**src/shared/ppdc_pkg.sv**
```systemverilog
package ppdc_pkg;

   // ------------------------------------------------------------------
   // Widths and types
   // ------------------------------------------------------------------
   localparam int ADDR_W  = 4;
   localparam int DATA_W  = 16;
   localparam int NUM_CH  = 8;

   typedef logic [ADDR_W-1:0] ppdc_addr_t;
   typedef logic [DATA_W-1:0] ppdc_word_t;

   // ------------------------------------------------------------------
   // Register select codes
   // ------------------------------------------------------------------
   localparam ppdc_addr_t ADDR_POWER_REF  = 4'h0;
   localparam ppdc_addr_t ADDR_OPEN_DRAIN = 4'h1;
   localparam ppdc_addr_t ADDR_HIGH_Z     = 4'h2;
   localparam ppdc_addr_t ADDR_OUT_SELECT = 4'h3;
   localparam ppdc_addr_t ADDR_PIN_LEVEL  = 4'h4;

   // ------------------------------------------------------------------
   // Field positions
   // ------------------------------------------------------------------
   localparam int GLOBAL_POWER_DOWN_BIT = 10;
   localparam int REF_ENABLE_BIT        = 9;
   localparam int SLEEP_LSB             = 0;
   localparam int PIN_LSB               = 0;

   // ------------------------------------------------------------------
   // Writable masks and reset values
   // ------------------------------------------------------------------
   localparam ppdc_word_t POWER_WMASK     = 16'h06ff;
   localparam ppdc_word_t PIN_WMASK       = 16'h00ff;
   localparam ppdc_word_t RST_POWER_REF   = 16'h0000;
   localparam ppdc_word_t RST_OPEN_DRAIN  = 16'h0000;
   localparam ppdc_word_t RST_HIGH_Z      = 16'h0000;
   localparam ppdc_word_t RST_OUT_SELECT  = 16'h0000;
   localparam ppdc_word_t READ_ZERO       = 16'h0000;

endpackage

```
**src/rtl/ppdc_pin_drive.sv**
```systemverilog
`timescale 1ns/1ps
module ppdc_pin_drive (
   // Clock and reset
   input  wire logic ref_clk,
   input  wire logic reset,
   input  wire logic clk_en,
   // Configuration of this pin
   input  wire logic out_select,
   input  wire logic open_drain,
   input  wire logic high_z,
   input  wire logic level,
   // Pad driver
   output logic      pin_out,
   output logic      pin_oe_n
);
   import ppdc_pkg::*;

   logic out_d;
   logic out_q;
   logic oe_n_d;
   logic oe_n_q;

   // ------------------------------------------------------------------
   // Driver decision
   // ------------------------------------------------------------------
   // Three-state wins over the output select so software can park a pin
   // without first giving up its output function.
   always_comb begin
      out_d  = 1'b0;
      oe_n_d = 1'b1;
      if (high_z) begin
         out_d  = 1'b0;
         oe_n_d = 1'b1;
      end else if (out_select) begin
         if (open_drain) begin
            out_d  = 1'b0;
            oe_n_d = level;
         end else begin
            out_d  = level;
            oe_n_d = 1'b0;
         end
      end
   end

   always_ff @(posedge ref_clk or posedge reset) begin
      if (reset) begin
         out_q  <= 1'b0;
         oe_n_q <= 1'b1;
      end else if (clk_en) begin
         out_q  <= out_d;
         oe_n_q <= oe_n_d;
      end
   end

   assign pin_out  = out_q;
   assign pin_oe_n = oe_n_q;

   // ------------------------------------------------------------------
   // Checks
   // ------------------------------------------------------------------
   property p_open_drain_release;
      @(posedge ref_clk) disable iff (reset)
      (clk_en && out_select && !high_z && open_drain)
         |=> (pin_out == 1'b0) && (pin_oe_n == $past(level));
   endproperty
   a_open_drain_release: assert property (p_open_drain_release)
      else $error("open-drain pin not driven low-or-released");

   property p_high_z_release;
      @(posedge ref_clk) disable iff (reset)
      (clk_en && high_z) |=> pin_oe_n;
   endproperty
   a_high_z_release: assert property (p_high_z_release)
      else $error("three-state pin still driven");

   property p_push_pull_drive;
      @(posedge ref_clk) disable iff (reset)
      (clk_en && out_select && !high_z && !open_drain)
         |=> !pin_oe_n && (pin_out == $past(level));
   endproperty
   a_push_pull_drive: assert property (p_push_pull_drive)
      else $error("push-pull output not driving its level");

   c_open_drain_low: cover property (@(posedge ref_clk) disable iff (reset)
      out_select && open_drain && !pin_oe_n);

endmodule // ppdc_pin_drive

```
**src/rtl/ppdc_config_regs.sv**
```systemverilog
// How it works
// - Global power-down kills reference, DACs and ADC.
// - Otherwise reference and DACs follow own bits.
// - Reference enable powers reference, buffer, pin.
// - Reference enable clear keeps reference, buffer off.
// - Channel sleep applies only to DAC channels.
// - Open-drain bit chooses open-drain over push-pull.
// - Open-drain register resets to all zeros.
// - Three-state bit releases the pin.
// - Three-state register resets to all zeros.
// - Output select bit makes pin general output.
`timescale 1ns/1ps
module ppdc_config_regs #(
   parameter int NUM_PINS = 8
) (
   // Clock and reset
   input  wire logic                 ref_clk,
   input  wire logic                 reset,
   input  wire logic                 clk_en,
   // Register access from the serial interface logic
   input  wire logic                 reg_wr_en,
   input  wire logic                 reg_rd_en,
   input  wire ppdc_pkg::ppdc_addr_t reg_addr,
   input  wire ppdc_pkg::ppdc_word_t reg_wdata,
   output ppdc_pkg::ppdc_word_t      reg_rdata,
   output logic                      reg_rd_valid,
   // Pin function state from the pin configuration logic
   input  wire logic [NUM_PINS-1:0]  dac_mode_mask,
   input  wire logic [NUM_PINS-1:0]  gpio_level,
   // Analog power controls
   output logic                      ref_power_up,
   output logic                      ref_buffer_power_up,
   output logic                      ref_pin_drive,
   output logic [NUM_PINS-1:0]       dac_power_down,
   output logic                      adc_power_down,
   // I/O pins
   input  wire logic [NUM_PINS-1:0]  pin_in,
   output logic [NUM_PINS-1:0]       pin_out,
   output logic [NUM_PINS-1:0]       pin_oe_n
);
   import ppdc_pkg::*;

   // ------------------------------------------------------------------
   // Elaboration checks
   // ------------------------------------------------------------------
   // The register layouts hold exactly one bit per pin in the low byte.
   if (NUM_PINS != NUM_CH) begin : g_bad_pins
      $error("NUM_PINS must match the fixed register layout");
   end

   // ------------------------------------------------------------------
   // Configuration registers
   // ------------------------------------------------------------------
   ppdc_word_t power_q;
   ppdc_word_t power_d;
   ppdc_word_t open_drain_q;
   ppdc_word_t open_drain_d;
   ppdc_word_t high_z_q;
   ppdc_word_t high_z_d;
   ppdc_word_t out_sel_q;
   ppdc_word_t out_sel_d;

   // Only the writable bits are stored, so reserved bits cannot be
   // set by any write and always read back as zero.
   always_comb begin
      power_d      = power_q;
      open_drain_d = open_drain_q;
      high_z_d     = high_z_q;
      out_sel_d    = out_sel_q;
      if (reg_wr_en) begin
         unique case (reg_addr)
            ADDR_POWER_REF:
               power_d = reg_wdata & POWER_WMASK;
            ADDR_OPEN_DRAIN:
               open_drain_d = reg_wdata & PIN_WMASK;
            ADDR_HIGH_Z:
               high_z_d = reg_wdata & PIN_WMASK;
            ADDR_OUT_SELECT:
               out_sel_d = reg_wdata & PIN_WMASK;
            default: begin
            end
         endcase
      end
   end

   always_ff @(posedge ref_clk or posedge reset) begin
      if (reset) begin
         power_q      <= RST_POWER_REF;
         open_drain_q <= RST_OPEN_DRAIN;
         high_z_q     <= RST_HIGH_Z;
         out_sel_q    <= RST_OUT_SELECT;
      end else if (clk_en) begin
         power_q      <= power_d;
         open_drain_q <= open_drain_d;
         high_z_q     <= high_z_d;
         out_sel_q    <= out_sel_d;
      end
   end

   // ------------------------------------------------------------------
   // Pin input synchroniser
   // ------------------------------------------------------------------
   logic [NUM_PINS-1:0] pin_meta_q;
   logic [NUM_PINS-1:0] pin_sync_q;

   always_ff @(posedge ref_clk or posedge reset) begin
      if (reset) begin
         pin_meta_q <= '0;
         pin_sync_q <= '0;
      end else if (clk_en) begin
         pin_meta_q <= pin_in;
         pin_sync_q <= pin_meta_q;
      end
   end

   // ------------------------------------------------------------------
   // Read path
   // ------------------------------------------------------------------
   ppdc_word_t rdata_d;
   ppdc_word_t rdata_q;
   logic       rd_valid_d;
   logic       rd_valid_q;

   // A read in the same cycle as a write returns the old contents.
   always_comb begin
      rdata_d    = rdata_q;
      rd_valid_d = 1'b0;
      if (reg_rd_en) begin
         rd_valid_d = 1'b1;
         unique case (reg_addr)
            ADDR_POWER_REF:  rdata_d = power_q;
            ADDR_OPEN_DRAIN: rdata_d = open_drain_q;
            ADDR_HIGH_Z:     rdata_d = high_z_q;
            ADDR_OUT_SELECT: rdata_d = out_sel_q;
            ADDR_PIN_LEVEL:
               rdata_d = {{(DATA_W-NUM_PINS){1'b0}}, pin_sync_q};
            default:         rdata_d = READ_ZERO;
         endcase
      end
   end

   always_ff @(posedge ref_clk or posedge reset) begin
      if (reset) begin
         rdata_q    <= READ_ZERO;
         rd_valid_q <= 1'b0;
      end else if (clk_en) begin
         rdata_q    <= rdata_d;
         rd_valid_q <= rd_valid_d;
      end
   end

   assign reg_rdata    = rdata_q;
   assign reg_rd_valid = rd_valid_q;

   // ------------------------------------------------------------------
   // Power control
   // ------------------------------------------------------------------
   logic                global_down;
   logic                ref_enable;
   logic [NUM_PINS-1:0] channel_sleep;
   logic [NUM_PINS-1:0] dac_down_d;
   logic [NUM_PINS-1:0] dac_down_q;
   logic                ref_up_d;
   logic                ref_up_q;
   logic                adc_down_d;
   logic                adc_down_q;

   assign global_down   = power_q[GLOBAL_POWER_DOWN_BIT];
   assign ref_enable    = power_q[REF_ENABLE_BIT];
   assign channel_sleep = power_q[SLEEP_LSB +: NUM_PINS];

   // A channel that is not a DAC ignores its sleep bit; the global bit
   // overrides everything because it also drops the shared reference.
   always_comb begin
      if (global_down) begin
         ref_up_d   = 1'b0;
         dac_down_d = '1;
         adc_down_d = 1'b1;
      end else begin
         ref_up_d   = ref_enable;
         dac_down_d = channel_sleep & dac_mode_mask;
         adc_down_d = 1'b0;
      end
   end

   always_ff @(posedge ref_clk or posedge reset) begin
      if (reset) begin
         ref_up_q   <= 1'b0;
         dac_down_q <= '0;
         adc_down_q <= 1'b0;
      end else if (clk_en) begin
         ref_up_q   <= ref_up_d;
         dac_down_q <= dac_down_d;
         adc_down_q <= adc_down_d;
      end
   end

   // Reference, buffer and pin drive move together; an external source
   // on the reference pin is only safe while this stays low.
   assign ref_power_up        = ref_up_q;
   assign ref_buffer_power_up = ref_up_q;
   assign ref_pin_drive       = ref_up_q;
   assign dac_power_down      = dac_down_q;
   assign adc_power_down      = adc_down_q;

   // ------------------------------------------------------------------
   // Pin drivers
   // ------------------------------------------------------------------
   for (genvar i = 0; i < NUM_PINS; i++) begin : g_pin
      ppdc_pin_drive u_drive (
         .ref_clk    (ref_clk),
         .reset      (reset),
         .clk_en     (clk_en),
         .out_select (out_sel_q[PIN_LSB + i]),
         .open_drain (open_drain_q[PIN_LSB + i]),
         .high_z     (high_z_q[PIN_LSB + i]),
         .level      (gpio_level[i]),
         .pin_out    (pin_out[i]),
         .pin_oe_n   (pin_oe_n[i])
      );
   end

   // ------------------------------------------------------------------
   // Checks
   // ------------------------------------------------------------------
   logic [NUM_PINS-1:0] dac_expect;
   assign dac_expect = channel_sleep & dac_mode_mask;

   property p_global_all_down;
      @(posedge ref_clk) disable iff (reset)
      (clk_en && global_down) |=>
         (dac_power_down == '1) && adc_power_down && !ref_power_up
         && !ref_buffer_power_up && !ref_pin_drive;
   endproperty
   a_global_all_down: assert property (p_global_all_down)
      else $error("global power-down left a block powered");

   property p_channel_follow;
      @(posedge ref_clk) disable iff (reset)
      (clk_en && !global_down) |=>
         (dac_power_down == $past(dac_expect)) && !adc_power_down;
   endproperty
   a_channel_follow: assert property (p_channel_follow)
      else $error("DAC power state does not follow channel bits");

   property p_ref_up;
      @(posedge ref_clk) disable iff (reset)
      (clk_en && ref_enable && !global_down) |=>
         ref_power_up && ref_buffer_power_up && ref_pin_drive;
   endproperty
   a_ref_up: assert property (p_ref_up)
      else $error("reference not powered with its enable set");

   property p_ref_down;
      @(posedge ref_clk) disable iff (reset)
      (clk_en && !ref_enable) |=> !ref_power_up && !ref_buffer_power_up;
   endproperty
   a_ref_down: assert property (p_ref_down)
      else $error("reference powered with its enable clear");

   property p_non_dac_awake;
      @(posedge ref_clk) disable iff (reset)
      (clk_en && !global_down) |=>
         ((dac_power_down & ~$past(dac_mode_mask)) == '0);
   endproperty
   a_non_dac_awake: assert property (p_non_dac_awake)
      else $error("non-DAC channel powered down");

   property p_reset_values;
      @(posedge ref_clk) disable iff (reset)
      $fell(reset) |-> (open_drain_q == RST_OPEN_DRAIN)
         && (high_z_q == RST_HIGH_Z) && (pin_oe_n == '1);
   endproperty
   a_reset_values: assert property (p_reset_values)
      else $error("drive registers not zero after reset");

   // Every read of the power register is watched, not only one that
   // directly follows a write, so the check sees all written patterns.
   property p_reserved_zero;
      @(posedge ref_clk) disable iff (reset)
      (clk_en && reg_rd_en && (reg_addr == ADDR_POWER_REF)) |=>
         reg_rd_valid && ((reg_rdata & ~POWER_WMASK) == READ_ZERO);
   endproperty
   a_reserved_zero: assert property (p_reserved_zero)
      else $error("reserved bits read back non-zero");

   property p_read_answer;
      @(posedge ref_clk) disable iff (reset)
      (clk_en && reg_rd_en && (reg_addr == ADDR_OPEN_DRAIN)) |=>
         reg_rd_valid && (reg_rdata == $past(open_drain_q));
   endproperty
   a_read_answer: assert property (p_read_answer)
      else $error("open-drain register read wrong");

   c_global_down: cover property (@(posedge ref_clk) disable iff (reset)
      adc_power_down ##1 !adc_power_down);
   c_ref_up: cover property (@(posedge ref_clk) disable iff (reset)
      ref_power_up && (dac_power_down != '0));
   c_read: cover property (@(posedge ref_clk) disable iff (reset)
      reg_rd_valid && (reg_rdata != READ_ZERO));

endmodule // ppdc_config_regs

```
**config.mk**
```make
export PLATFORM = sky130hd
export DESIGN_NAME = ppdc_config_regs
export DESIGN_NICKNAME = d
export VERILOG_FILES = /design/src/shared/ppdc_pkg.sv /design/src/rtl/ppdc_pin_drive.sv /design/src/rtl/ppdc_config_regs.sv
export SDC_FILE = /design/constraint.sdc
export NUM_CORES = 1
export LEC_CHECK = 0
export BUFFER_PORTS_ARGS = -buffer_cell sky130_fd_sc_hd__buf_2
export CORE_MARGIN = 2
export CORE_UTILIZATION = 54
export CTS_CLUSTER_SIZE = 8
export DETAILED_ROUTE_END_ITERATION = 16
export PLACE_DENSITY = 0.81
export SYNTH_ARGS = -nofsm -noshare
export SYNTH_HDL_FRONTEND = slang
export SYNTH_SLANG_ARGS = --single-unit
export TNS_END_PERCENT = 20
```
**constraint.sdc**
```tcl
create_clock -name ref_clk -period 3 [get_ports ref_clk]
set_input_delay 0 -clock ref_clk [delete_from_list [all_inputs] [get_ports ref_clk]]
set_output_delay 0 -clock ref_clk [all_outputs]
set_load 0.05 [all_outputs]
```
Yosys cells after proc, flatten, opt, wreduce, memory -nomap -nowiden
Index checks and enable logic that the tools add are counted.
Cells by class
  equal/unequal tests: 4
  mux-type cells: 53
  bitwise operators: 1
  reduce and logical (&&, ||, !) cells: 6
Operators by type and width (number)
  $pmux 11 s5: 1
  $mux 1: 51
  $reduce_and 3->1: 4
  $and 8x8->8: 1
  $eq 4x2->1 const B: 2
  $mux 8: 1
  $eq 4x1->1 const B: 1
  $eq 4x3->1 const B: 1
  $logic_not 4->1: 1
  $reduce_and 2->1: 1
Word-level totals
  output and inout bits: 45
  word-level logic and storage cells: 91
  bits in registers: 93
  input bits: 49

Depth between registers and ports, before layout
  depth after elaboration: 3
  mapped depth: 5
  mapped depth without buffers: 3

Cells and area by module
Synthesis repeated with hierarchy kept, for this count alone.
Unflattened totals
  cells, all modules: 327
  area total of the unflattened synthesis: 3849.9 um^2
Modules (own cells, without submodules)
  ppdc_config_regs: area an instance 3099.2 um^2, cells an instance 247, times used 1, seq. area each 1776.7 um^2
  ppdc_pin_drive: area an instance 93.8 um^2, cells an instance 10, times used 8, seq. area each 51.3 um^2

Worst setup path before layout
OpenSTA, ideal clock, no wires.
  kind: input -> register
  start point: input port reg_addr[2]
  end point: register high_z_q[0]
  library setup time: 0.125 ns
  data required time: 2.875 ns
  setup slack: 1.834 ns
  data arrival time: 1.041 ns
  cell stages on the path: 5
  buffers on the path: 2
  cells stage by stage: buf_2 nor3_1 and4_1 buf_4 mux2_2
On the way
  word-level cells in the longest chain between the ends: 2
RTL lines
  start, declared: RTL line ppdc_config_regs.sv:23  | input wire ppdc_pkg::ppdc_addr_t reg_addr,
  $eq 4x2->1: RTL line ppdc_config_regs.sv:71  | unique case (reg_addr)
  $reduce_and 3->1 (no source line)
  end signal, assigned: RTL line ppdc_config_regs.sv:95  | high_z_q <= high_z_d;
  end, declared: RTL line ppdc_config_regs.sv:58  | ppdc_word_t high_z_q;
No other way between the ends.
A chain may end at the register's enable or synchronous reset.

Final worst setup path
  start point: input port reg_addr[0]
  end point: register high_z_q[6]
Same word-level chain as after synthesis.

==> impl_metrics.py <==
metrics = {
    "clock_network": {
        "clk_pin_slew_ps": 80,
        "post_cts_buffers": 0,
        "cts.sinks": 87,
        "cts_tree": "yes",
        "clk_latency_ps": 360,
        "clock_path_buffers": 2,
        "numCtsBuffers": 9,
        "htreeDepth": 3,
        "cts-root-buf": "clkbuf_8",
    },
    "final_layout": {
        "utilization": 0.673,
        "area_delta_synth_final_pct": 21.1,
        "nets": 464,
        "final_common_cell": "buf_2",
        "multi_input_area_sq_um": 1530,
        "layout-drive-gt1-share": 0.438,
        "seq_area_sq_um": 2190,
        "antenna_cells": 0,
        "layout_common_cells": "81 x buf_2, 79 x dfrtp_1, 67 x mux2_2",
        "layout.cells.non_filler": 519,
        "fillCellCount": 577,
    },
    "timing": {
        "tns_ps": 0,
        "skew_ps": 7.96,
        "drv_slew": 0,
        "tightest_slew_ps": 666,
        "rsz0062_at_grt": "false",
        "setup_viol": 0,
        "max_freq_mhz": 811,
        "post-route-period-util": 0.411,
        "finalHoldViolCount": 0,
        "relSlewSlack": 0.552,
        "layout_min_cycle_time_ps": 1230,
    },
    "power": {
        "switching_share": 0.337,
        "switching_power_uw": 1020,
        "powerDensity_nw_per_um2": 627,
        "pwr-share-seq": 0.497,
        "intPower_uw": 2020,
        "combinationalPowerShare": 0.246,
        "ir_drop_mv": 0.323,
        "p_clk_frac": 0.257,
        "power.leakage_uw": 0.00228,
        "p_total_uw": 3040,
    },
    "place": {
        "finalWeightedCongestion": 0.791,
        "dpl.hpwl_mm": 5.91,
        "numPortBuffers": 81,
        "placed_cells": 468,
    },
    "floorplan": {
        "start_util": 0.556,
        "die_w_um": 90.2,
        "top_level_ports": 94,
        "die-area_sq_um": 8130,
        "die_y_um": 90.2,
        "coreArea_sq_um": 7210,
        "rows": 31,
    },
    "critical_path": {
        "r2r_slack_ps": 1820,
        "endpoint": "high_z_q[6]",
        "cp-start-kind": "input pin",
        "path_cells": "buf_2, nor3_1, and4_1, mux2_2",
        "arrival_ps": 1470,
        "crit_type": "input pin to register",
        "path_max_fanout": 15,
        "critPathMaxStageDelay_ps": 530,
        "end_kind": "register",
        "required_ps": 3240,
        "cp_slowest_cell": "and4_1",
        "reg2regPathDepth": 3,
        "rr_endpoint": "reg_rdata[1]",
        "rr_startpoint": "out_sel_q[1]",
        "cp-startpoint": "reg_addr[0]",
    },
    "grt": {
        "grt_max_degree": 49,
        "antenna_found_initial": 0,
        "grt_first_pass_wirelength_mm": 14.5,
        "grt_pass1_vias": 2966,
        "overflow": 0,
        "grt_usage": 0.227,
    },
    "logic_synthesis": {
        "yosysWarnings": 0,
        "yosysSeqAreaShare": 0.545,
        "synth_cell_type_count": 32,
        "synth_cells": 319,
        "ys_ff_latch": 87,
        "synth_area_per_cell_sq_um": 12.6,
        "syn_area_sq_um": 4010,
    },
    "drt": {
        "wl_mm": 8.57,
        "drt_iter0_markers": 173,
        "viasPerCell": 5.46,
        "drt_pass1_iterations": 4,
        "wl_per_cell_um": 16.5,
        "ant_nets": 0,
        "num_vias": 2836,
        "remaining_drc_errors": 0,
    },
    "run": {
        "cap_violations": 0,
    },
    "min_path": {
        "holdCritPathClass": "input pin to register",
    },
    "outcome": {
        "status": "finished clean",
    },
}
cell type report:
class / count / share of cell area
clock buffer: 12 / 0.0340
multi-input combinational: 187 / 0.315
clock inverter: 4 / 0.00593
inverter: 11 / 0.00876
tap: 99 / 0.0255
sequential: 87 / 0.450
timing repair buffer: 119 / 0.160
through the flow:
stage / hold WS, ps / instance area, sq um / worst slack (ps)
2_1_floorplan: 151 / 4030 / 763
3_3_place_gp: 20.4 / 4310 / 1480
3_5_place_dp: 23.8 / 4310 / 1430
4_1_cts: 36.9 / 4860 / 1810
5_1_grt: 60.9 / 4860 / 1670
6_report: 45.4 / 4860 / 1770
repair_timing:
item	4_1_cts	5_1_grt
setup endpoints to repair	0	0
hold buffers	35	0
endpoints found under the hold margin	83	0
resized for setup	0	0
power by group through the flow:
stage	clock network (uW)	logic [uW]	registers [uW]
floorplan	0	513	1600
global placement	0	696	1520
detailed placement	0	715	1530
CTS	802	752	1510
global route	851	802	1540
finish	782	748	1510
Yosys cell counts, drive strengths merged:
| library cell | instances | area, sq um |
|---|---|---|
| o221ai | 8 | 70.1 |
| dfstp | 8 | 210 |
| a41oi | 8 | 70.1 |
| o21ai | 5 | 25.0 |
| inv | 11 | 41.3 |
| mux2i | 8 | 80.1 |
| mux2 | 67 | 754 |
| nand3 | 2 | 15.0 |
| or3b | 1 | 8.76 |
| a21oi | 16 | 80.1 |
| nand3b | 1 | 7.51 |
| conb | 1 | 3.75 |
| dfrtp | 79 | 1980 |
| nor3 | 1 | 5.00 |
| nor3b | 1 | 12.5 |
| nor4bb | 8 | 80.1 |
| and4 | 1 | 8.76 |
| nand4 | 1 | 12.5 |
| and2b | 1 | 7.51 |
| nor2 | 18 | 67.6 |
| nor4 | 2 | 27.5 |
| nand2 | 23 | 91.3 |
| a22oi | 8 | 60.1 |
| nor4b | 1 | 23.8 |
| buf | 37 | 263 |
| clkbuf | 2 | 7.51 |
kinds of logic after synthesis:
family / synth area share
buffers and inverters: 0.0777
multiplexers: 0.208
AO/OA/AOI/OAI: 0.0761
flip-flops: 0.545
other: 0.000935
AND/OR/NAND/NOR: 0.0917
routing by layer:
| layer | part of all wire | wire length (um) | vias to the layer above | track usage |
|---|---|---|---|---|
| li1 | - | - | 1308 | - |
| met1 | 0.43 | 3690 | 1426 | 0.300 |
| met2 | 0.50 | 4320 | 90 | 0.378 |
| met3 | 0.049 | 418 | 12 | 0.0427 |
| met4 | 0.017 | 142 | 0 | 0.0782 |
| met5 | 0 | 0 | - | 0 |
critical path, delay by kind of cell:
kind                   cells  cell delay, ps
buffers and inverters      1             220
AND/OR/NAND/NOR            2             850
multiplexers               1             400
worst min path at each step:
stage,start,to,depth (start not counted)
after floorplan,reg_wdata[0],open_drain_q[0],1
final,clk_en,g_pin[0].u_drive.pin_oe_n,3
after global routing,clk_en,g_pin[7].u_drive.pin_oe_n,3
after CTS,clk_en,g_pin[7].u_drive.pin_oe_n,3
after detailed placement,reset,g_pin[5].u_drive.pin_out,2
after global placement,reset,g_pin[5].u_drive.pin_out,2
No activity file was read; power rests on OpenSTA's default activity.
